<file path="src/shared/amc_regs.svh">
// Function
// Reference select high: band-gap on, drives pin
// Reference select low: band-gap off, pin input
// Reference buffer stays enabled while operating
// Reference select asynchronous; power-up follows level
// Span select high: all channels ten volt
// Span select low: all channels five volt
// Span change immediate; host waits extra settling
// Power-down low: standby or shutdown by span
// Shutdown powers all off; standby keeps reference
// Power-down anytime; host waits recovery after release
// Readout select low: parallel word readout
// Readout high: serial or byte by byte select
// Sixteen-bit twos complement, same every channel, span
// Code step is full scale over 65536
// Trigger rising edge holds and starts conversion
// Saturate to 7FFF and 8000, zero gives 0000
`ifndef AMC_REGS_SVH
`define AMC_REGS_SVH

// Register byte offsets
`define AMC_CTRL_OFS        8'h00
`define AMC_STATUS_OFS      8'h04
`define AMC_RESULT_OFS      8'h08
`define AMC_LSB_OFS         8'h0C
`define AMC_CONV_COUNT_OFS  8'h10
`define AMC_TEST_RAW_OFS    8'h14

// Control fields
`define AMC_CTRL_TRIG_EN    0
`define AMC_CTRL_SOFT_TRIG  1
`define AMC_CTRL_TEST_MODE  2
`define AMC_CTRL_RESET      3'h1

// Code format
`define AMC_CODE_W          16
`define AMC_CODE_STEPS      65536
`define AMC_CODE_POS_FS     16'h7FFF
`define AMC_CODE_NEG_FS     16'h8000
`define AMC_CODE_ZERO       16'h0000

// Step weight in units of 10 nV
`define AMC_LSB_WIDE_10NV   32'h0000_7736
`define AMC_LSB_NARROW_10NV 32'h0000_3B9B

// Timing
`define AMC_CLK_MHZ         250
`define AMC_SPAN_SETTLE_US  80
`define AMC_RECOVERY_US     100
`define AMC_CONV_NS         4000

`endif

</file>
<file path="src/shared/amc_pkg.sv">
package amc_pkg;

   typedef enum logic [1:0] {
      AMC_PWR_NORMAL   = 2'b00,
      AMC_PWR_STANDBY  = 2'b01,
      AMC_PWR_SHUTDOWN = 2'b10
   } amc_pwr_t;

   typedef enum logic [1:0] {
      AMC_RD_PARALLEL = 2'b00,
      AMC_RD_SERIAL   = 2'b01,
      AMC_RD_BYTE     = 2'b10
   } amc_readout_t;

   typedef enum logic [1:0] {
      AMC_CV_IDLE = 2'b00,
      AMC_CV_HOLD = 2'b01,
      AMC_CV_CONV = 2'b10
   } amc_conv_t;

   typedef struct packed {
      logic ref_sel;
      logic span_wide;
      logic pd_n;
      logic readout_sel;
      logic byte_sel;
      logic trig_a;
      logic trig_b;
   } amc_pins_t;

   typedef struct packed {
      logic bandgap_en;
      logic ref_pin_drive_en;
      logic ref_buffer_en;
      logic regulators_en;
      logic front_end_en;
      logic span_wide;
   } amc_cfg_t;

endpackage

</file>
<file path="src/logic/amc_code_sat.sv">
`timescale 1ns/1ns
`default_nettype none
`include "amc_regs.svh"
module amc_code_sat #(
   parameter int IN_W = 20
) (
   input  wire logic signed [IN_W-1:0]        raw,
   output logic             [`AMC_CODE_W-1:0] code
);
   localparam logic signed [IN_W-1:0] POS_LIM = IN_W'(32767);
   localparam logic signed [IN_W-1:0] NEG_LIM = -IN_W'(32768);

   wire over_pos = (raw >= POS_LIM);
   wire over_neg = (raw <= NEG_LIM);

   // Clamp at full scale, else keep low bits
   assign code = over_pos ? `AMC_CODE_POS_FS :
                 over_neg ? `AMC_CODE_NEG_FS :
                 raw[`AMC_CODE_W-1:0]; // see R16
endmodule
`default_nettype wire

</file>
<file path="src/logic/amc_mode_ctrl.sv">
// The AHB-Lite register port and the register addresses were decided locally.
`timescale 1ns/1ns
`default_nettype none
`include "amc_regs.svh"
module amc_mode_ctrl #(
   parameter int RAW_W         = 20,
   parameter int SETTLE_CYCLES = `AMC_SPAN_SETTLE_US * `AMC_CLK_MHZ,
   parameter int RECOV_CYCLES  = `AMC_RECOVERY_US * `AMC_CLK_MHZ,
   parameter int CONV_CYCLES   = (`AMC_CONV_NS * `AMC_CLK_MHZ) / 1000
) (
   input  wire logic                     hclk,
   input  wire logic                     hresetn,
   input  wire logic                     hsel,
   input  wire logic [31:0]              haddr,
   input  wire logic [1:0]               htrans,
   input  wire logic                     hwrite,
   input  wire logic [2:0]               hsize,
   input  wire logic [31:0]              hwdata,
   input  wire logic                     hready,
   output logic                          hreadyout,
   output logic                          hresp,
   output logic [31:0]                   hrdata,
   input  wire logic                     reference_source_select,
   input  wire logic                     input_span_select,
   input  wire logic                     power_down_request_n,
   input  wire logic                     readout_interface_select,
   input  wire logic                     byte_mode_select,
   input  wire logic                     sample_trigger_a,
   input  wire logic                     sample_trigger_b,
   input  wire logic signed [RAW_W-1:0]  raw_sample,
   output amc_pkg::amc_cfg_t             cfg,
   output amc_pkg::amc_pwr_t             power_state,
   output amc_pkg::amc_readout_t         readout_mode,
   output logic                          hold_a,
   output logic                          hold_b,
   output logic                          busy,
   output logic                          settling,
   output logic [`AMC_CODE_W-1:0]        result_code,
   output logic                          result_valid
);
   import amc_pkg::*;

   // Pin synchronisers
   amc_pins_t pins_raw;
   amc_pins_t pins;

   assign pins_raw = '{
      ref_sel:     reference_source_select,
      span_wide:   input_span_select,
      pd_n:        power_down_request_n,
      readout_sel: readout_interface_select,
      byte_sel:    byte_mode_select,
      trig_a:      sample_trigger_a,
      trig_b:      sample_trigger_b
   };

   amc_sync2 #(
      .W ($bits(amc_pins_t))
   ) u_pin_sync (
      .clk   (hclk),
      .rst_n (hresetn),
      .d     (pins_raw),
      .q     (pins)
   );

   // AHB-Lite slave
   logic                     wr_pend_reg;
   logic                     rd_pend_reg;
   logic [7:0]               addr_reg;
   logic [2:0]               ctrl_reg;
   logic [2:0]               ctrl_next;
   logic [RAW_W-1:0]         test_raw_reg;
   logic [31:0]              rdata_next;
   logic [31:0]              conv_count_reg;

   wire        addr_phase  = hsel && hready && htrans[1];
   wire        wr_ctrl     = wr_pend_reg && (addr_reg == `AMC_CTRL_OFS);
   wire        wr_test_raw = wr_pend_reg && (addr_reg == `AMC_TEST_RAW_OFS);
   wire        trig_en     = ctrl_reg[`AMC_CTRL_TRIG_EN];
   wire        soft_trig   = ctrl_reg[`AMC_CTRL_SOFT_TRIG];
   wire        test_mode   = ctrl_reg[`AMC_CTRL_TEST_MODE];

   assign hreadyout = 1'b1;
   assign hresp     = 1'b0;

   always_ff @(posedge hclk or negedge hresetn) begin
      if (!hresetn) begin
         wr_pend_reg <= 1'b0;
         rd_pend_reg <= 1'b0;
         addr_reg    <= 8'h00;
      end else begin
         wr_pend_reg <= addr_phase && hwrite;
         rd_pend_reg <= addr_phase && !hwrite;
         addr_reg    <= haddr[7:0];
      end
   end

   // Soft trigger clears itself after one cycle
   always_comb begin
      ctrl_next = ctrl_reg;
      ctrl_next[`AMC_CTRL_SOFT_TRIG] = 1'b0;
      if (wr_ctrl) begin
         ctrl_next = hwdata[2:0];
      end
   end

   always_ff @(posedge hclk or negedge hresetn) begin
      if (!hresetn) begin
         ctrl_reg     <= `AMC_CTRL_RESET;
         test_raw_reg <= '0;
      end else begin
         ctrl_reg <= ctrl_next;
         if (wr_test_raw) begin
            test_raw_reg <= hwdata[RAW_W-1:0];
         end
      end
   end

   // Power state decode
   amc_pwr_t pwr_next;

   assign pwr_next = pins.pd_n      ? AMC_PWR_NORMAL  :
                     pins.span_wide ? AMC_PWR_STANDBY :
                                      AMC_PWR_SHUTDOWN;

   // Readout decode
   amc_readout_t rd_next;

   assign rd_next = !pins.readout_sel ? AMC_RD_PARALLEL :
                    pins.byte_sel     ? AMC_RD_BYTE     :
                                        AMC_RD_SERIAL;

   // Analog configuration decode
   amc_cfg_t cfg_next;
   wire      powered = (pwr_next != AMC_PWR_SHUTDOWN);

   assign cfg_next = '{
      bandgap_en:       pins.ref_sel && powered,        // see R1, see R2
      ref_pin_drive_en: pins.ref_sel && powered,        // see R1
      ref_buffer_en:    powered,
      regulators_en:    powered,
      front_end_en:     (pwr_next == AMC_PWR_NORMAL),
      span_wide:        pins.span_wide                  // see R5
   };

   // Follows pin levels every cycle, so reset release picks up the strap
   always_ff @(posedge hclk or negedge hresetn) begin
      if (!hresetn) begin
         cfg          <= '0;
         power_state  <= AMC_PWR_SHUTDOWN;
         readout_mode <= AMC_RD_PARALLEL;
      end else begin
         cfg          <= cfg_next;      // see R4
         power_state  <= pwr_next;
         readout_mode <= rd_next;
      end
   end

   // Settling after span change or power-down release
   logic        span_prev_reg;
   logic        pd_n_prev_reg;
   logic        seen_reg;
   logic [15:0] settle_cnt_reg;
   logic [15:0] settle_cnt_next;

   wire span_change = seen_reg && (pins.span_wide != span_prev_reg);
   wire pd_release  = seen_reg && pins.pd_n && !pd_n_prev_reg;

   always_comb begin
      settle_cnt_next = settle_cnt_reg;
      if (settle_cnt_reg != 16'h0000) begin
         settle_cnt_next = settle_cnt_reg - 16'h0001;
      end
      if (span_change && (settle_cnt_next < 16'(SETTLE_CYCLES))) begin
         settle_cnt_next = 16'(SETTLE_CYCLES);
      end
      // Longer of the two waits wins
      if (pd_release && (settle_cnt_next < 16'(RECOV_CYCLES))) begin
         settle_cnt_next = 16'(RECOV_CYCLES);
      end
   end

   always_ff @(posedge hclk or negedge hresetn) begin
      if (!hresetn) begin
         span_prev_reg  <= 1'b0;
         pd_n_prev_reg  <= 1'b0;
         seen_reg       <= 1'b0;
         settle_cnt_reg <= 16'h0000;
      end else begin
         span_prev_reg  <= pins.span_wide;
         pd_n_prev_reg  <= pins.pd_n;
         seen_reg       <= 1'b1;
         settle_cnt_reg <= settle_cnt_next;
      end
   end

   assign settling = (settle_cnt_reg != 16'h0000);

   // Trigger edges
   logic trig_a_prev_reg;
   logic trig_b_prev_reg;

   always_ff @(posedge hclk or negedge hresetn) begin
      if (!hresetn) begin
         trig_a_prev_reg <= 1'b1;
         trig_b_prev_reg <= 1'b1;
      end else begin
         trig_a_prev_reg <= pins.trig_a;
         trig_b_prev_reg <= pins.trig_b;
      end
   end

   wire can_sample = trig_en && (pwr_next == AMC_PWR_NORMAL);
   wire rise_a     = (pins.trig_a && !trig_a_prev_reg) || soft_trig;
   wire rise_b     = (pins.trig_b && !trig_b_prev_reg) || soft_trig;

   // Conversion sequencer
   amc_conv_t   cv_reg;
   amc_conv_t   cv_next;
   logic [15:0] cv_cnt_reg;
   logic        hold_a_next;
   logic        hold_b_next;

   wire cv_done = (cv_reg == AMC_CV_CONV) && (cv_cnt_reg == 16'h0001);

   always_comb begin
      cv_next     = cv_reg;
      hold_a_next = hold_a;
      hold_b_next = hold_b;
      case (cv_reg)
         AMC_CV_IDLE, AMC_CV_HOLD: begin
            if (!can_sample) begin
               cv_next     = AMC_CV_IDLE;
               hold_a_next = 1'b0;
               hold_b_next = 1'b0;
            end else begin
               hold_a_next = hold_a || rise_a;
               hold_b_next = hold_b || rise_b;
               cv_next     = (hold_a_next && hold_b_next) ? AMC_CV_CONV :
                             (hold_a_next || hold_b_next) ? AMC_CV_HOLD : AMC_CV_IDLE;
            end
         end
         AMC_CV_CONV: begin
            if (cv_done) begin
               cv_next     = AMC_CV_IDLE;
               hold_a_next = 1'b0;
               hold_b_next = 1'b0;
            end
         end
         default: begin
            cv_next     = AMC_CV_IDLE;
            hold_a_next = 1'b0;
            hold_b_next = 1'b0;
         end
      endcase
   end

   always_ff @(posedge hclk or negedge hresetn) begin
      if (!hresetn) begin
         cv_reg     <= AMC_CV_IDLE;
         hold_a     <= 1'b0;
         hold_b     <= 1'b0;
         cv_cnt_reg <= 16'h0000;
      end else begin
         cv_reg <= cv_next;
         hold_a <= hold_a_next;
         hold_b <= hold_b_next;
         if (cv_reg != AMC_CV_CONV && cv_next == AMC_CV_CONV) begin
            cv_cnt_reg <= 16'(CONV_CYCLES);
         end else if (cv_cnt_reg != 16'h0000) begin
            cv_cnt_reg <= cv_cnt_reg - 16'h0001;
         end
      end
   end

   assign busy = (cv_reg == AMC_CV_CONV);

   // Output code
   logic [`AMC_CODE_W-1:0] sat_code;
   wire  [RAW_W-1:0]       sat_in = test_mode ? test_raw_reg : raw_sample;

   amc_code_sat #(
      .IN_W (RAW_W)
   ) u_code_sat (
      .raw  (sat_in),
      .code (sat_code)
   );

   always_ff @(posedge hclk or negedge hresetn) begin
      if (!hresetn) begin
         result_code    <= `AMC_CODE_ZERO;
         result_valid   <= 1'b0;
         conv_count_reg <= 32'h0000_0000;
      end else begin
         result_valid <= cv_done;
         if (cv_done) begin
            result_code    <= sat_code;
            conv_count_reg <= conv_count_reg + 32'h0000_0001;
         end
      end
   end

   // Register read mux
   wire [31:0] status_word = {
      18'h0_0000,
      2'(readout_mode),
      2'(power_state),
      2'(cv_reg),
      settling,
      busy,
      cfg.front_end_en,
      cfg.regulators_en,
      cfg.ref_buffer_en,
      cfg.ref_pin_drive_en,
      cfg.bandgap_en,
      cfg.span_wide
   };
   wire [31:0] lsb_word = cfg.span_wide ? `AMC_LSB_WIDE_10NV :
                                          `AMC_LSB_NARROW_10NV;

   always_comb begin
      case (haddr[7:0])
         `AMC_CTRL_OFS:       rdata_next = {29'h0000_0000, ctrl_reg};
         `AMC_STATUS_OFS:     rdata_next = status_word;
         `AMC_RESULT_OFS:     rdata_next = {16'h0000, result_code};
         `AMC_LSB_OFS:        rdata_next = lsb_word;
         `AMC_CONV_COUNT_OFS: rdata_next = conv_count_reg;
         `AMC_TEST_RAW_OFS:   rdata_next = {{(32-RAW_W){1'b0}}, test_raw_reg};
         default:             rdata_next = 32'h0000_0000;
      endcase
   end

   always_ff @(posedge hclk or negedge hresetn) begin
      if (!hresetn) begin
         hrdata <= 32'h0000_0000;
      end else if (addr_phase && !hwrite) begin
         hrdata <= (haddr[31:8] == 24'h00_0000) ? rdata_next : 32'h0000_0000;
      end
   end

endmodule
`default_nettype wire

</file>
<file path="src/logic/amc_sync2.sv">
`timescale 1ns/1ns
`default_nettype none
module amc_sync2 #(
   parameter int W = 1
) (
   input  wire logic         clk,
   input  wire logic         rst_n,
   input  wire logic [W-1:0] d,
   output logic      [W-1:0] q
);
   logic [W-1:0] meta_reg;

   always_ff @(posedge clk or negedge rst_n) begin
      if (!rst_n) begin
         meta_reg <= '0;
         q        <= '0;
      end else begin
         meta_reg <= d;
         q        <= meta_reg;
      end
   end
endmodule
`default_nettype wire

</file>
<file path="config.mk">
export PLATFORM = sky130hd
export DESIGN_NAME = amc_mode_ctrl
export DESIGN_NICKNAME = d
export VERILOG_FILES = /design/src/shared/amc_pkg.sv /design/src/logic/amc_code_sat.sv /design/src/logic/amc_mode_ctrl.sv /design/src/logic/amc_sync2.sv
export VERILOG_INCLUDE_DIRS = /design/src /design/src/shared
export SDC_FILE = /design/constraint.sdc
export NUM_CORES = 1
export LEC_CHECK = 0
export ABC_AREA = 1
export BUFFER_PORTS_ARGS = -buffer_cell sky130_fd_sc_hd__clkbuf_2
export CAP_MARGIN = 0
export CORE_MARGIN = 4
export CORE_UTILIZATION = 45
export CTS_CLUSTER_DIAMETER = 30
export CTS_CLUSTER_SIZE = 12
export DETAILED_ROUTE_END_ITERATION = 10
export GPL_TIMING_DRIVEN = 0
export PLACE_DENSITY_LB_ADDON = 0.25
export RECOVER_POWER = 100
export SKIP_LAST_GASP = 1
export SYNTH_ARGS = -nofsm -noshare
export SYNTH_HDL_FRONTEND = slang
export SYNTH_SLANG_ARGS = --single-unit
</file>
<file path="constraint.sdc">
create_clock -name hclk -period 2.8 [get_ports hclk]
set_input_delay 0.14 -clock hclk [delete_from_list [all_inputs] [get_ports hclk]]
set_output_delay 0.14 -clock hclk [all_outputs]
set_load 0.005 [all_outputs]
</file>
; ---- Word level (Yosys, flattened, before mapping)
; Cells that the tools add are included.
[op_classes]
add_sub_neg = 3
order_cmp = 4
eq_ne = 14
n_mux = 26
reduce_logical = 36
[ops]
columns = operator, count
row1 = one-hot mux 32 bit (6 select lines), 1
row2 = 2-to-1 mux 16 bit, 7
row3 = "adder 32 x 1 -> 32 bit, second input constant", 1
row4 = "< comparator 16 x 15 -> 1 bit, second input constant", 2
row5 = 2-to-1 mux 32 bit, 1
row6 = nonzero test 16 bit, 2
row7 = "subtractor 16 x 1 -> 16 bit, second input constant", 2
row8 = "equality test 8 x 5 -> 1 bit, second input constant", 3
row9 = logical NOT 24 bit, 1
row10 = ">= comparator 20 x 16 -> 1 bit, second input constant", 1
row11 = "<= comparator 20 x 16 -> 1 bit, second input constant", 1
row12 = 2-to-1 mux 20 bit, 1
row13 = logical AND 1 bit, 18
row14 = "equality test 16 x 1 -> 1 bit, second input constant", 1
row15 = "equality test 8 x 4 -> 1 bit, second input constant", 2
row16 = logical NOT 8 bit, 2
row17 = 2-to-1 mux 2 bit, 8
row18 = 2-to-1 mux 15 bit, 1
row19 = "equality test 8 x 3 -> 1 bit, second input constant", 1
row20 = logical OR 1 bit, 5
row21 = "equality test 2 bit, second input constant", 2
row22 = logical NOT 1 bit, 4
row23 = logical NOT 2 bit, 2
row24 = 2-to-1 mux 1 bit, 4
row25 = 8 further kinds, 10
[word_totals]
reg_bits = 175
in_bits = 101

; ---- Depth between registers and ports, before layout
; Gate-level depths: netlist (run 1).
[logic_depth]
word_depth = 12
mapped_depth = 18
depth_no_buf = 17

; ---- Hierarchy
; Synthesis (run 1) repeated with hierarchy kept, for this count alone.
[hier_totals]
hier_cells = 1075
hier_area_um2 = 8698.3
[modules_own_cells]
columns = module, instances, cells_per_inst, area_per_inst_um2, seq_area_each_um2
row1 = amc_mode_ctrl, 1, 989, 8013.9, 4033.9
row2 = amc_sync2, 1, 14, 350.3, 350.3
row3 = amc_code_sat, 1, 72, 334.1, 0.0

; ---- Worst setup path before layout (run 1)
; OpenSTA, ideal clock, no wires.
[synth_path]
path_kind = register to register
start = register trig_a_prev_reg
end = register cv_cnt_reg[12]
setup_ps = 77
arrival_time_ps = 1983
path_slack_ps = 740
path_stages_with_launch = 10
n_path_buf = 0
synth_period_minus_slack_ps = 2060
path_cell_list = dfstp_2 nor2_1 nor3_1 inv_1 ha_1 nor3_4 inv_1 a211oi_1 o21ai_0 a21oi_1
[synth_between]
elab_chain_len = 12
[synth_rtl]
columns = element, line
row1 = start: declaration, amc_mode_ctrl.sv:200  ; logic trig_a_prev_reg;
row2 = start signal: assignment, amc_mode_ctrl.sv:208  ; trig_a_prev_reg <= pins.trig_a;
row3 = logical NOT 1 bit (*), amc_mode_ctrl.sv:214  ; wire rise_a = (pins.trig_a && !trig_a_prev_reg) || soft_trig;
row4 = logical AND 1 bit (*), amc_mode_ctrl.sv:214
row5 = logical OR 1 bit (*), amc_mode_ctrl.sv:214
row6 = logical OR 1 bit (*), amc_mode_ctrl.sv:237  ; hold_a_next = hold_a || rise_a;
row7 = logical OR 1 bit, amc_mode_ctrl.sv:240  ; (hold_a_next || hold_b_next) ? AMC_CV_HOLD : AMC_CV_IDLE;
row8 = 2-to-1 mux 1 bit, amc_mode_ctrl.sv:240
row9 = 2-to-1 mux 2 bit (*), amc_mode_ctrl.sv:239  ; cv_next = (hold_a_next && hold_b_next) ? AMC_CV_CONV :
row10 = 2-to-1 mux 2 bit (*), amc_mode_ctrl.sv:232  ; if (!can_sample) begin
row11 = one-hot mux 2 bit (2 select lines) (*), amc_mode_ctrl.sv:230  ; case (cv_reg)
row12 = equality test 2 bit (*), amc_mode_ctrl.sv:268  ; if (cv_reg != AMC_CV_CONV && cv_next == AMC_CV_CONV) begin
row13 = logical AND 1 bit (*), amc_mode_ctrl.sv:268
row14 = 2-to-1 mux 16 bit or nonzero test 2 bit (tied branches), -
row15 = end signal: assignment, amc_mode_ctrl.sv:269  ; cv_cnt_reg <= 16'(CONV_CYCLES);
row16 = end signal: assignment, amc_mode_ctrl.sv:271  ; cv_cnt_reg <= cv_cnt_reg - 16'h0001;
row17 = end: declaration, amc_mode_ctrl.sv:220  ; logic [15:0] cv_cnt_reg;
; Mark *: on every way between the ends. The rest lies on a longest branch, timed or not.
; A chain may end at the register's enable or synchronous reset.

; ---- Final worst setup path (run 1)
[layout_path]
start = register ctrl_reg[2]
end = register result_code[13]
[layout_between]
elab_chain_len = 4
[layout_rtl]
columns = element, line
row1 = start: declaration, amc_mode_ctrl.sv:70  ; logic [2:0] ctrl_reg;
row2 = start signal: assignment, amc_mode_ctrl.sv:109  ; ctrl_reg <= `AMC_CTRL_RESET;
row3 = start signal: assignment, amc_mode_ctrl.sv:112  ; ctrl_reg <= ctrl_next;
row4 = 2-to-1 mux 20 bit (*), amc_mode_ctrl.sv:280  ; wire [RAW_W-1:0] sat_in = test_mode ? test_raw_reg : raw_sample;
row5 = <= comparator 20 x 16 -> 1 bit, amc_code_sat.sv:14  ; wire over_neg = (raw <= NEG_LIM);
row6 = 2-to-1 mux 16 bit, amc_code_sat.sv:18  ; over_neg ? `AMC_CODE_NEG_FS :
row7 = 2-to-1 mux 16 bit (*), amc_code_sat.sv:17  ; assign code = over_pos ? `AMC_CODE_POS_FS :
row8 = end signal: assignment, amc_mode_ctrl.sv:291  ; result_code <= `AMC_CODE_ZERO;
row9 = end signal: assignment, amc_mode_ctrl.sv:297  ; result_code <= sat_code;
row10 = end: declaration, amc_mode_ctrl.sv:38  ; output logic [`AMC_CODE_W-1:0] result_code,
; Marks and branches as above.

==> results of run 1 <==
-- cell usage after synthesis (2+ instances only) --
cell	count	share of area [%]
nor4_4	2	0.48
xor2_1	34	3.4
nand2_4	2	0.25
buf_6	2	0.25
a21oi_1	35	2.0
a21boi_1	10	0.85
o21ai_1	3	0.17
a211oi_1	10	0.85
conb_1	2	0.085
a22o_1	4	0.40
o221ai_1	2	0.20
nand3b_1	2	0.17
a21boi_0	6	0.51
nor2_4	4	0.51
nand3_2	8	0.91
buf_4	7	0.59
o21bai_1	2	0.17
o21ai_2	4	0.40
nand2_1	220	9.3
nand2_2	5	0.35
o22ai_1	14	0.99
inv_2	5	0.21
nor2_1	111	4.7
o211ai_1	3	0.25
nor2_2	6	0.42
xnor2_1	4	0.40
ha_1	6	0.85
dfstp_2	4	1.2
nor3_2	3	0.34
nand4_1	11	0.78
or2_2	3	0.21
nor3_1	36	2.0
nand3_1	36	2.0
o21ai_0	83	4.7
dfrtp_1	171	48
inv_1	160	6.8
buf_2	6	0.34
clkbuf_1	14	0.59
nor4_1	13	0.92
clkinv_1	3	0.13
-- worst register-to-register path, stage by stage (launching register included) --
cell and delay (ns):
dfrtp_1 0.36, buf_4 0.15, inv_1 0.15, clkbuf_1 0.39, o21ai_0 0.25, nand4_1 0.12
nor2_1 0.06, nand3_1 0.08, nand3_1 0.06, a21oi_1 0.40, clkbuf_2 0.32, a21boi_1 0.11
-- power groups by stage --
stage / Sequential (uW) / Combinational (uW) / Clock (uW)
finish: 3030 / 1470 / 2440
global route: 3060 / 1670 / 2580
CTS: 3030 / 1490 / 2490
detailed placement: 3070 / 1440 / 0
global placement: 3070 / 1400 / 0
floorplan: 3020 / 1060 / 0
-- final cells by class --
type | instances | area, sq um
timing repair buffer | 186 | 1082
multi-input combinational | 698 | 3607
fill | 1821 | 8229
inverter | 169 | 634.4
tap | 260 | 325.3
clock inverter | 15 | 175.2
clock buffer | 17 | 425.4
buffer | 29 | 155.1
sequential | 175 | 4384
-- final timing paths --
check	from	depth (start not counted)	slack, ns	endpoint
setup / recovery	ctrl_reg[2]	11	0.22	result_code[13]
hold / removal	raw_sample[5]	5	0.14	result_code[5]
setup reg to reg	ctrl_reg[2]	11	0.22	result_code[13]
hold reg to reg	u_pin_sync.meta_reg[1]	0	0.35	u_pin_sync.q[1]
max in group asynchronous	hresetn	3	0.64	conv_count_reg[20]
min in group asynchronous	hresetn	2	0.89	cv_cnt_reg[1]
-- cells in the final DEF (no fill, tap or decap), types with 34 or more instances in the layout --
master	count
nand3_1	37
nor2_1	113
dfrtp_1	171
inv_1	162
xor2_1	34
clkbuf_2	99
a21oi_1	35
nor3_1	37
dlygate4sd3_1	38
nand2_1	221
o21ai_0	85
clkbuf_1	64
-- stage by stage --
stage,util (%),total power (uW)
after detailed placement,52.27,4518
after floorplan,-,4082
after CTS,57.43,7008
after global routing,56.73,7314
after global placement,52.08,4470
final,56.73,6932
-- cell families (layout without fill, tap and decap cells) --
kind of cell	after synthesis	in the layout	share of synthesized area [%]
adder cells (fa/ha/maj)	6	6	0.8492
buffers and inverters	198	416	8.988
other	2	3	0.08496
XOR/XNOR	38	38	3.765
AO/OA/AOI/OAI	180	180	11.95
flip-flops	175	175	49.60
AND/OR/NAND/NOR	470	470	24.64
multiplexers	1	1	0.1274
-- layer usage --
metal | track usage, % | vias to the layer above
li1 | - | 3851
met3 | 3.809 | 23
met1 | 32.04 | 3624
met5 | 0 | -
met4 | 6.189 | 0
met2 | 33.98 | 258
==> results.md, run 1 <==
* Final #Nets at 1383
* Yosys cell types at 54
* Total GRT Usage at 21.96%
* Wire length on met2 at 10680 um
* Die Area at 0.02195 sq mm
* Top Metal Used: met4
* Sequential share of the synthesized area at 49.60%
* CP cell instances: buf_4 -> inv_1 -> clkbuf_1 -> o21ai_0 -> nand4_1 -> nor2_1 -> nand3_1 -> nand3_1 -> a21oi_1 -> clkbuf_2 -> a21boi_1
* Inserted Clock Buffers at 17
* Remaining DRCs at 0
* Slew Viols, Final at 84
* Post-synth ARST share at 100.0%
* N_diodes at 0
* Number of global-route vias before repair at 7426
* GR Overflow Total at 0
* Net Sw Frac at between 30% and 40%
* Layout cell share with drive strength beyond 1 at between 10% and 20%
* Worst endpoint required time at 3.10 ns
* Clock Latency Late Sink at 0.44 ns
* CP endpoint kind: flip-flop
* Worst Skew at about 0.013 ns
* Design Area, Final at 0.01079 sq mm
* Placed cell area at 0.009941 sq mm
* Crit-path leading delay family: buffers and inverters
* Failing checks: max-capacitance violations, max-slew violations
* Worst-Margin Slew at 2.155 ns
* DPL Wire Length at about 18000 um
* Leak at ~0.0053 uW
* Post-Syn Area at 0.008840 sq mm
* M1 WL at 11440 um
* Combinational power share at 21.1%
* CTS max path bufs at 2
* CTS tree: built
* Antenna violations before repair at 0
* Hold Buf Count CTS at 38
* Fmax at 387.5 MHz
* Initial drt markers at a little under 700
* Post-CTS setup buffers at 0
* Crit path launch type: flip-flop
* Fin crit share at just over 90%
* Number of routed nets with antenna violations at 0
* Relative max-transition margin at -43.70%
* Crit Path Max Fanout at 10
* Clk sinks at 175
* Syn-to-layout area delta at 22.05%
* WP data arrival at around 2.9 ns
* Placed cells at ~1500
* Run status: complete, but fails checks
* Worst slack, placed at 0.3403 ns
* Via Count at 7756
* Post-route minimum period at 2.581 ns
* Power per cell area at between 600 and 700 mW/mm^2
* CTS root buffer: clkbuf_16
* RSZ-0062 raised after global routing: no
* Wirelength, routed at 24030 um
* Clock Power Share at a little over a third
* Number of flops mapped to enable cells by yosys at 0
* Met3 WL at 1543 um
* Worst Hold Class: in2reg
* Synth warnings at 0
* Starting Density at between 40% and 50%
* DR pass1 iterations at 7
* Syn avg cell area at 8.261 sq um
* Worst hold slack at between 0.1 and 0.15 ns
* Register share of total power at 43.7%
* Setup ws final at 0.2191 ns
* Core ar. at 0.01902 sq mm
* Routability cong. at 0.9308
* Die Span X at 148.2 um
* Slowest CP cell: a21oi_1
* Largest net degree at the start of global routing at a little over 90
* Final cell count without fillers at 1549
* Rows at 50
* Largest stage delay, worst path at 0.40 ns
* Maxcap violations at 1
* Main flop type after synthesis: dfrtp_1
* Final Hold Fails at 0
* Switching pwr at 2233 uW
* CTS clock-pin slew for the worst setup and hold paths at 0.07 ns
* Post-Synthesis Cells at roughly 1100
* Routed WL per cell at 15.51 um
* Flip-flop and latch count after synthesis at 175
* Critical path type: reg2reg
* Int Pwr at 4699 uW
* Max rail drop VDD at 0.3854 mV
* Post-DR vias/cell at about 5.0
* Die height at 148.2 um
* CTS resizes at 0
* Port bufs at 147
* Buf/Inv on CP at 4
* First-pass GRT wire length at 37960 um
* Finish-stage setup viols at 0
* # IOs at 166
* Most frequent CP cell: nand3_1
* # H-tree levels at 4
* Final TNS setup at 0 ns
Note: power is estimated with default switching activity, not from simulation.
==> run 2: changes to the inputs <==
--- a/config.mk
+++ b/config.mk
@@ -6,7 +6,6 @@
 export SDC_FILE = /design/constraint.sdc
 export NUM_CORES = 1
 export LEC_CHECK = 0
-export ABC_AREA = 1
 export BUFFER_PORTS_ARGS = -buffer_cell sky130_fd_sc_hd__clkbuf_2
 export CAP_MARGIN = 0
 export CORE_MARGIN = 4
==> results.md, run 2 <==
* Reg-to-Reg Start: settle_cnt_reg[4]
* Met3 WL at 1707 um (+11%)
* Routed WL per cell at 18.54 um (+19%)
* Buf/Inv on CP at 2 (-2)
* Syn avg cell area at 10.59 sq um (+28%)
* Final Hold Fails at 0 (unchanged)
* M1 WL at 9997 um (-13%)
* Clock Latency Late Sink at 0.44 ns (about the same)
* Slowest CP cell: or4_4
* Rows at 49 (-2.0%)
* Post-Synthesis Cells at 786 (-27%)
* Placed cells at 1164 (-21%)
* Top Metal Used: met4
* Wirelength, routed at 23000 um (-4.3%)
* Critical path launch point: settle_cnt_reg[4]
* Clk sinks at 175 (unchanged)
* Worst Skew at 0.01385 ns (+0.0009366 ns)
* Largest net degree at the start of global routing at 90 (-3.2%)
* Max rail drop VDD at 0.4773 mV (+24%)
* Clock Power Share at 33.8% (-1.3 points)
* Worst-Margin Slew at 2.156 ns (+0.0006651 ns)
* Leak at 0.004788 uW (-9.1%)
* Cell depth of the worst hold path at 2 (-3)
* Fin crit share at 98.07% (+5.9 points)
* Antenna violations before repair at 0 (unchanged)
* Post-Syn Area at 0.008325 sq mm (-5.8%)
* # IOs at 166 (unchanged)
* Fmax at 364.2 MHz (-6.0%)
* Count leader, synth: dfrtp_1
* CTS clock-pin slew for the worst setup and hold paths at 0.07 ns (about the same)
* CTS tree: built
* Leading cell type in the layout, fill and taps excluded: dfrtp_1
* Layout cell share with drive strength beyond 1 at 22.92% (+8.5 points)
* DPL Wire Length at 16520 um (-10%)
* Worst endpoint required time at 3.15 ns (+0.05 ns)
* CP endpoint kind: flip-flop
* WP data arrival at 3.10 ns (+0.22 ns)
* CTS root buffer: clkbuf_16
* Post-synth ARST share at 100.0% (unchanged)
* Post-route minimum period at 2.746 ns (+0.1652 ns)
* Routability cong. at 0.8661 (-7.0%)
* CP cell instances: buf_2 -> or4_4 -> nor4_4 -> nand2_1 -> o31a_1 -> a311oi_4 -> o2bb2ai_4 -> buf_12 -> nor3_2
* Setup ws final at 0.05394 ns (-0.1652 ns)
* Yosys cell types at 64 (+19%)
* # H-tree levels at 4 (unchanged)
* Initial drt markers at 577 (-17%)
* N_diodes at 0 (unchanged)
* Die Area at 0.02074 sq mm (-5.5%)
* Core ar. at 0.01809 sq mm (-4.9%)
* Crit Path Max Fanout at 8 (-2)
* Main flop type after synthesis: dfrtp_1
* Critical path type: reg2reg
* Number of flops mapped to enable cells by yosys at 0 (unchanged)
* Wire length on met2 at 11060 um (+3.5%)
* Flip-flop and latch count after synthesis at 175 (unchanged)
* Die Span X at 144.0 um (-2.8%)
* Die height at 144.0 um (-2.8%)
* Slew Viols, Final at 87 (+3.6%)
* Port bufs at 147 (unchanged)
* Final #Nets at 1106 (-20%)
* Number of routed nets with antenna violations at 0 (unchanged)
* Crit path launch type: flip-flop
* Synth warnings at 0 (unchanged)
* Post-DR vias/cell at 5.579 (+11%)
* Finish-stage setup viols at 0 (unchanged)
* Sequential share of the synthesized area at 52.66% (+3.1 points)
* Total GRT Usage at 22.40% (+0.44 points)
* Largest stage delay, worst path at 0.61 ns (+0.21 ns)
* Final cell count without fillers at 1241 (-20%)
* Failing checks: max-capacitance violations, max-slew violations
* GR Overflow Total at 0 (unchanged)
* Remaining DRCs at 0 (unchanged)
* Fin util at 58.57% (+1.8 points)
* Largest area contributor in the netlist: dfrtp_1
* Relative max-transition margin at -43.74% (-0.044 points)
* Worst slack, placed at -0.2984 ns (-0.6387 ns)
* Net Sw Frac at 32.36% (+0.15 points)
* Hold_sp: htrans[1]
* Combinational power share at 23.1% (+2.0 points)
* Maxcap violations at 1 (unchanged)
* Starting Density at 46.03% (-0.45 points)
* RSZ-0062 raised after global routing: yes
* Int Pwr at 4879 uW (+3.8%)
* Synth cell count leaders: dfrtp_1, nor2_1, nand2_1
* Switching pwr at 2334 uW (+4.5%)
* Worst Hold Class: in2reg
* Number of global-route vias before repair at 6747 (-9.1%)
* Most frequent cells in the layout: dfrtp_1, clkbuf_2, clkbuf_1
* Register share of total power at 43.1% (-0.6 points)
* Area fraction of the dominant cell type after synthesis at 51.40% (+3.0 points)
* DR pass1 iterations at 5 (-2)
* Power per cell area at 680.9 mW/mm^2 (+6.0%)
* Run status: complete, but fails checks
* First-pass GRT wire length at 35770 um (-5.8%)
* Worst r2r path cells at 9 (-2)
* Via Count at 6924 (-11%)
* Top cells by area, synth: dfrtp_1, mux2_2, nor2_1, xnor2_1, nand2_1
* Critical Path Stages at 9 (-2)
* Crit-path leading delay family: simple AND/OR/NAND/NOR gates
* Syn-to-layout area delta at 27.23%
* CTS max path bufs at 2 (unchanged)
* Inserted Clock Buffers at 17 (unchanged)
-- run 2: area by class of cell --
cell class | instances | area, sq um
clock inverter | 15 | 182.7
clock buffer | 17 | 425.4
inverter | 16 | 60.06
sequential | 175 | 4385
timing repair buffer | 195 | 1149
buffer | 42 | 195.2
fill | 1563 | 7493
multi-input combinational | 552 | 3909
tap | 229 | 286.5
-- run 2: repair_timing --
item / 4_1_cts / 5_1_grt
pin swaps: 3 / 11
endpoints found under the setup margin: 35 / 43
endpoints found under the hold margin: 121 / 1
hold buffers: 37 / 1
resized for setup: 12 / 34
buffers inserted: 2 / 7
-- run 2: kinds of logic (layout without fill, tap and decap cells) --
family	count (synthesis)	count (layout)	share of synthesized area, %
and+or+nand+nor	288	288	18.27
DFF	175	175	52.66
AOI/OAI and AO/OA	151	151	12.77
buffers and inverters	60	285	3.066
muxes	54	54	6.973
xor gates and xnor gates	50	50	5.260
adders and majority gates	6	6	0.9017
other	2	3	0.09020
-- run 2: worst paths after layout --
check,endpoint,slack [ns]
hold reg to reg,u_pin_sync.q[3],0.35
setup reg to reg,settle_cnt_reg[0],0.05
max in group asynchronous,settle_cnt_reg[1],0.46
min in group asynchronous,settle_cnt_reg[9],0.86
setup / recovery,settle_cnt_reg[0],0.05
hold / removal,wr_pend_reg,0.04
-- run 2: stage by stage --
step	TNS, ns	power [uW]	cell area [sq um]	hold WS, ns
after global placement	-282.17	4473	9351	0.2499
after global routing	-0.2609	7573	10590	0.03297
after CTS	-0.01802	7066	10460	0.003031
after floorplan	0	4078	8329	-0.1556
final	0	7213	10590	0.04209
after detailed placement	-4.604	4518	9388	0.2485
-- run 2: power groups by stage --
stage / registers [uW] / clock network [uW] / logic [uW]
finish: 3110 / 2440 / 1670
floorplan: 3010 / 0 / 1070
global placement: 3060 / 0 / 1410
global route: 3140 / 2580 / 1850
CTS: 3040 / 2470 / 1550
detailed placement: 3070 / 0 / 1440
-- run 2: metal layers --
metal	vias to the layer above	track usage, %
met5	-	0
met4	0	4.955
met3	26	4.563
met2	276	36.72
met1	3369	31.04
li1	3253	-
==> run 3: changes to the inputs <==
==> constraint.sdc (replaced) <==
create_clock -name hclk -period 3.1 [get_ports hclk]
set_input_delay 0.155 -clock hclk [delete_from_list [all_inputs] [get_ports hclk]]
set_output_delay 0.155 -clock hclk [all_outputs]
set_load 0.005 [all_outputs]
==> results.md, run 3 (synthesis gave the netlist of run 2 again) <==
* CTS tree: built
* Number of global-route vias before repair at 6717 (-0.44%)
* Net Sw Frac at 31.64% (-0.72 points)
* Clock Latency Late Sink at 0.44 ns (about the same)
* Post-DR vias/cell at 5.543 (-0.66%)
* RSZ-0062 raised after global routing: yes
* Number of routed nets with antenna violations at 0 (unchanged)
* Register share of total power at 43.6% (+0.5 points)
* Port bufs at 147 (unchanged)
* Clk sinks at 175 (unchanged)
* Int Pwr at 4310 uW (-12%)
* Initial drt markers at 531 (-8.0%)
* Layout filler cell count at 1587 (+1.5%)
* Worst Hold Class: in2reg
* Combinational power share at 21.4% (-1.7 points)
* Crit path launch type: flip-flop
* Buf/Inv on CP at 0 (-2)
* Worst hold slack at 0.04318 ns (+0.001091 ns)
* Via Count at 6834 (-1.3%)
* Slowest CP cell: or4b_1
* CP cell instances: or3_1 -> or4b_1 -> nor3_4 -> nand4_2 -> or2_2 -> nor2_1 -> xor2_1
* Antenna violations before repair at 0 (unchanged)
* Die height at 144.0 um (unchanged)
* Inserted Clock Buffers at 17 (unchanged)
* Worst Skew at 0.01359 ns (-0.0002624 ns)
* Critical path type: reg2reg
* Worst endpoint required time at 3.46 ns (+0.31 ns)
* Final #Nets at 1098 (-0.72%)
* Switching pwr at 1995 uW (-15%)
* Maxcap violations at 1 (unchanged)
* WP data arrival at 3.33 ns (+0.23 ns)
* Largest stage delay, worst path at 0.59 ns (-0.02 ns)
* Remaining DRCs at 0 (unchanged)
* Fmax at 336.5 MHz (-7.6%)
* CTS clock-pin slew for the worst setup and hold paths at 0.07 ns (about the same)
* Most frequent cells in the layout: dfrtp_1, clkbuf_2, clkbuf_1
* CTS max path bufs at 2 (unchanged)
* Power per cell area at 611.3 mW/mm^2 (-10%)
* Slew Viols, Final at 88 (+1.1%)
* Leading cell type in the layout, fill and taps excluded: dfrtp_1
* CP endpoint kind: flip-flop
* Total GRT Usage at 22.06% (-0.34 points)
* Routed WL per cell at 18.30 um (-1.3%)
* # IOs at 166 (unchanged)
* Leak at 0.004704 uW (-1.8%)
* Relative max-transition margin at -42.58% (+1.2 points)
* Syn-to-layout area delta at 23.87%
* N_diodes at 0 (unchanged)
* Worst-Margin Slew at 2.139 ns (-0.01751 ns)
* Crit-path leading delay family: simple AND/OR/NAND/NOR gates
* Setup ws final at 0.1286 ns (+0.07468 ns)
* Fin util at 57.02% (-1.5 points)
* Routability cong. at 0.8661 (unchanged)
* DPL Wire Length at 16520 um (unchanged)
* Starting Density at 46.03% (unchanged)
* DR pass1 iterations at 5 (unchanged)
* Rows at 49 (unchanged)
* First-pass GRT wire length at 35330 um (-1.2%)
* CTS root buffer: clkbuf_16
* Die Span X at 144.0 um (unchanged)
* GR Overflow Total at 0 (unchanged)
* Finish-stage setup viols at 0 (unchanged)
* Wirelength, routed at 22570 um (-1.9%)
* Reg-to-reg setup timing slack at 0.13 ns (+0.07 ns)
* Worst slack, placed at 0.001591 ns (+0.3000 ns)
* Crit Path Max Fanout at 8 (unchanged)
* Layout cell share with drive strength beyond 1 at 19.72% (-3.2 points)
* Die Area at 0.02074 sq mm (unchanged)
* # H-tree levels at 4 (unchanged)
* Post-route minimum period at 2.971 ns (+0.2253 ns)
* Fin crit share at 95.85% (-2.2 points)
* Post-CTS setup buffers at 0 (-2)
* Largest net degree at the start of global routing at 90 (unchanged)
* Clock Power Share at 35.0% (+1.2 points)
* Core ar. at 0.01809 sq mm (unchanged)
* Max rail drop VDD at 0.4310 mV (-9.7%)
* Run status: complete, but fails checks
* Final Hold Fails at 0 (unchanged)
* Final TNS setup at 0 ns (unchanged)
* Failing checks: max-capacitance violations, max-slew violations
run 3: changes by cell type in the layout (fill, tap and decap cells not counted), sizes merged:
cell         change
dlygate4sd3      -1
buf             -11
clkbuf           +4
run 3: repair_timing:
| item | CTS | global route |
|---|---|---|
| gates resized for setup | 1 | 10 |
| hold endpoints to repair | 120 | 1 |
| hold buffers | 36 | 1 |
| setup endpoints to repair | 1 | 31 |
run 3: power groups by stage:
stage	Combinational, uW	Clock [uW]	Sequential (uW)
6_report	1350	2200	2750
3_5_place_dp	1300	0	2780
4_1_cts	1350	2240	2740
5_1_grt	1510	2330	2780
3_3_place_gp	1270	0	2770
2_1_floorplan	969	0	2710
run 3: final timing paths:
path	depth (start not counted)	from	end
worst max-delay path	7	cv_cnt_reg[10]	conv_count_reg[31]
worst min-delay path	2	hsel	wr_pend_reg
worst max register to register	7	cv_cnt_reg[10]	conv_count_reg[31]
worst min register to register	0	u_pin_sync.meta_reg[3]	u_pin_sync.q[3]
max in group asynchronous	3	hresetn	conv_count_reg[10]
min in group asynchronous	2	hresetn	settle_cnt_reg[9]
run 3: layout make-up:
| cell class | instances | area [sq um] | area share, % |
|---|---|---|---|
| Clock inverter | 15 | 182.7 | 1.771 |
| Inverter | 16 | 60.06 | 0.5824 |
| Sequential cell | 175 | 4384 | 42.51 |
| Clock buffer | 17 | 425.4 | 4.125 |
| Tap cell | 229 | 286.5 | 2.778 |
| Timing Repair Buffer | 185 | 1051 | 10.19 |
| Multi-Input combinational cell | 552 | 3722 | 36.10 |
| Buffer | 44 | 200.2 | 1.941 |
run 3: per-stage QoR:
stage	std cells	area (sq um)	power, uW
finish	1233	10310	6304
floorplan	787	8329	3684
global route	1233	10310	6624
CTS	1232	10360	6322
global placement	1163	9351	4040
detailed placement	1164	9388	4081
run 3: worst register-to-register path: stages (launching register included):
cell and delay (ns):
dfrtp_1 0.39, or3_1 0.46, or4b_1 0.59, nor3_4 0.40, nand4_2 0.33, or2_2 0.42, nor2_1 0.15, xor2_1 0.16
run 3: per-layer routing:
layer	part of all wire [%]	global-route usage, %	vias up
li1	-	-	3243
met1	46	31.08	3349
met2	47	35.79	222
met3	5.8	4.167	20
met4	0.94	4.955	0
met5	0	0	-
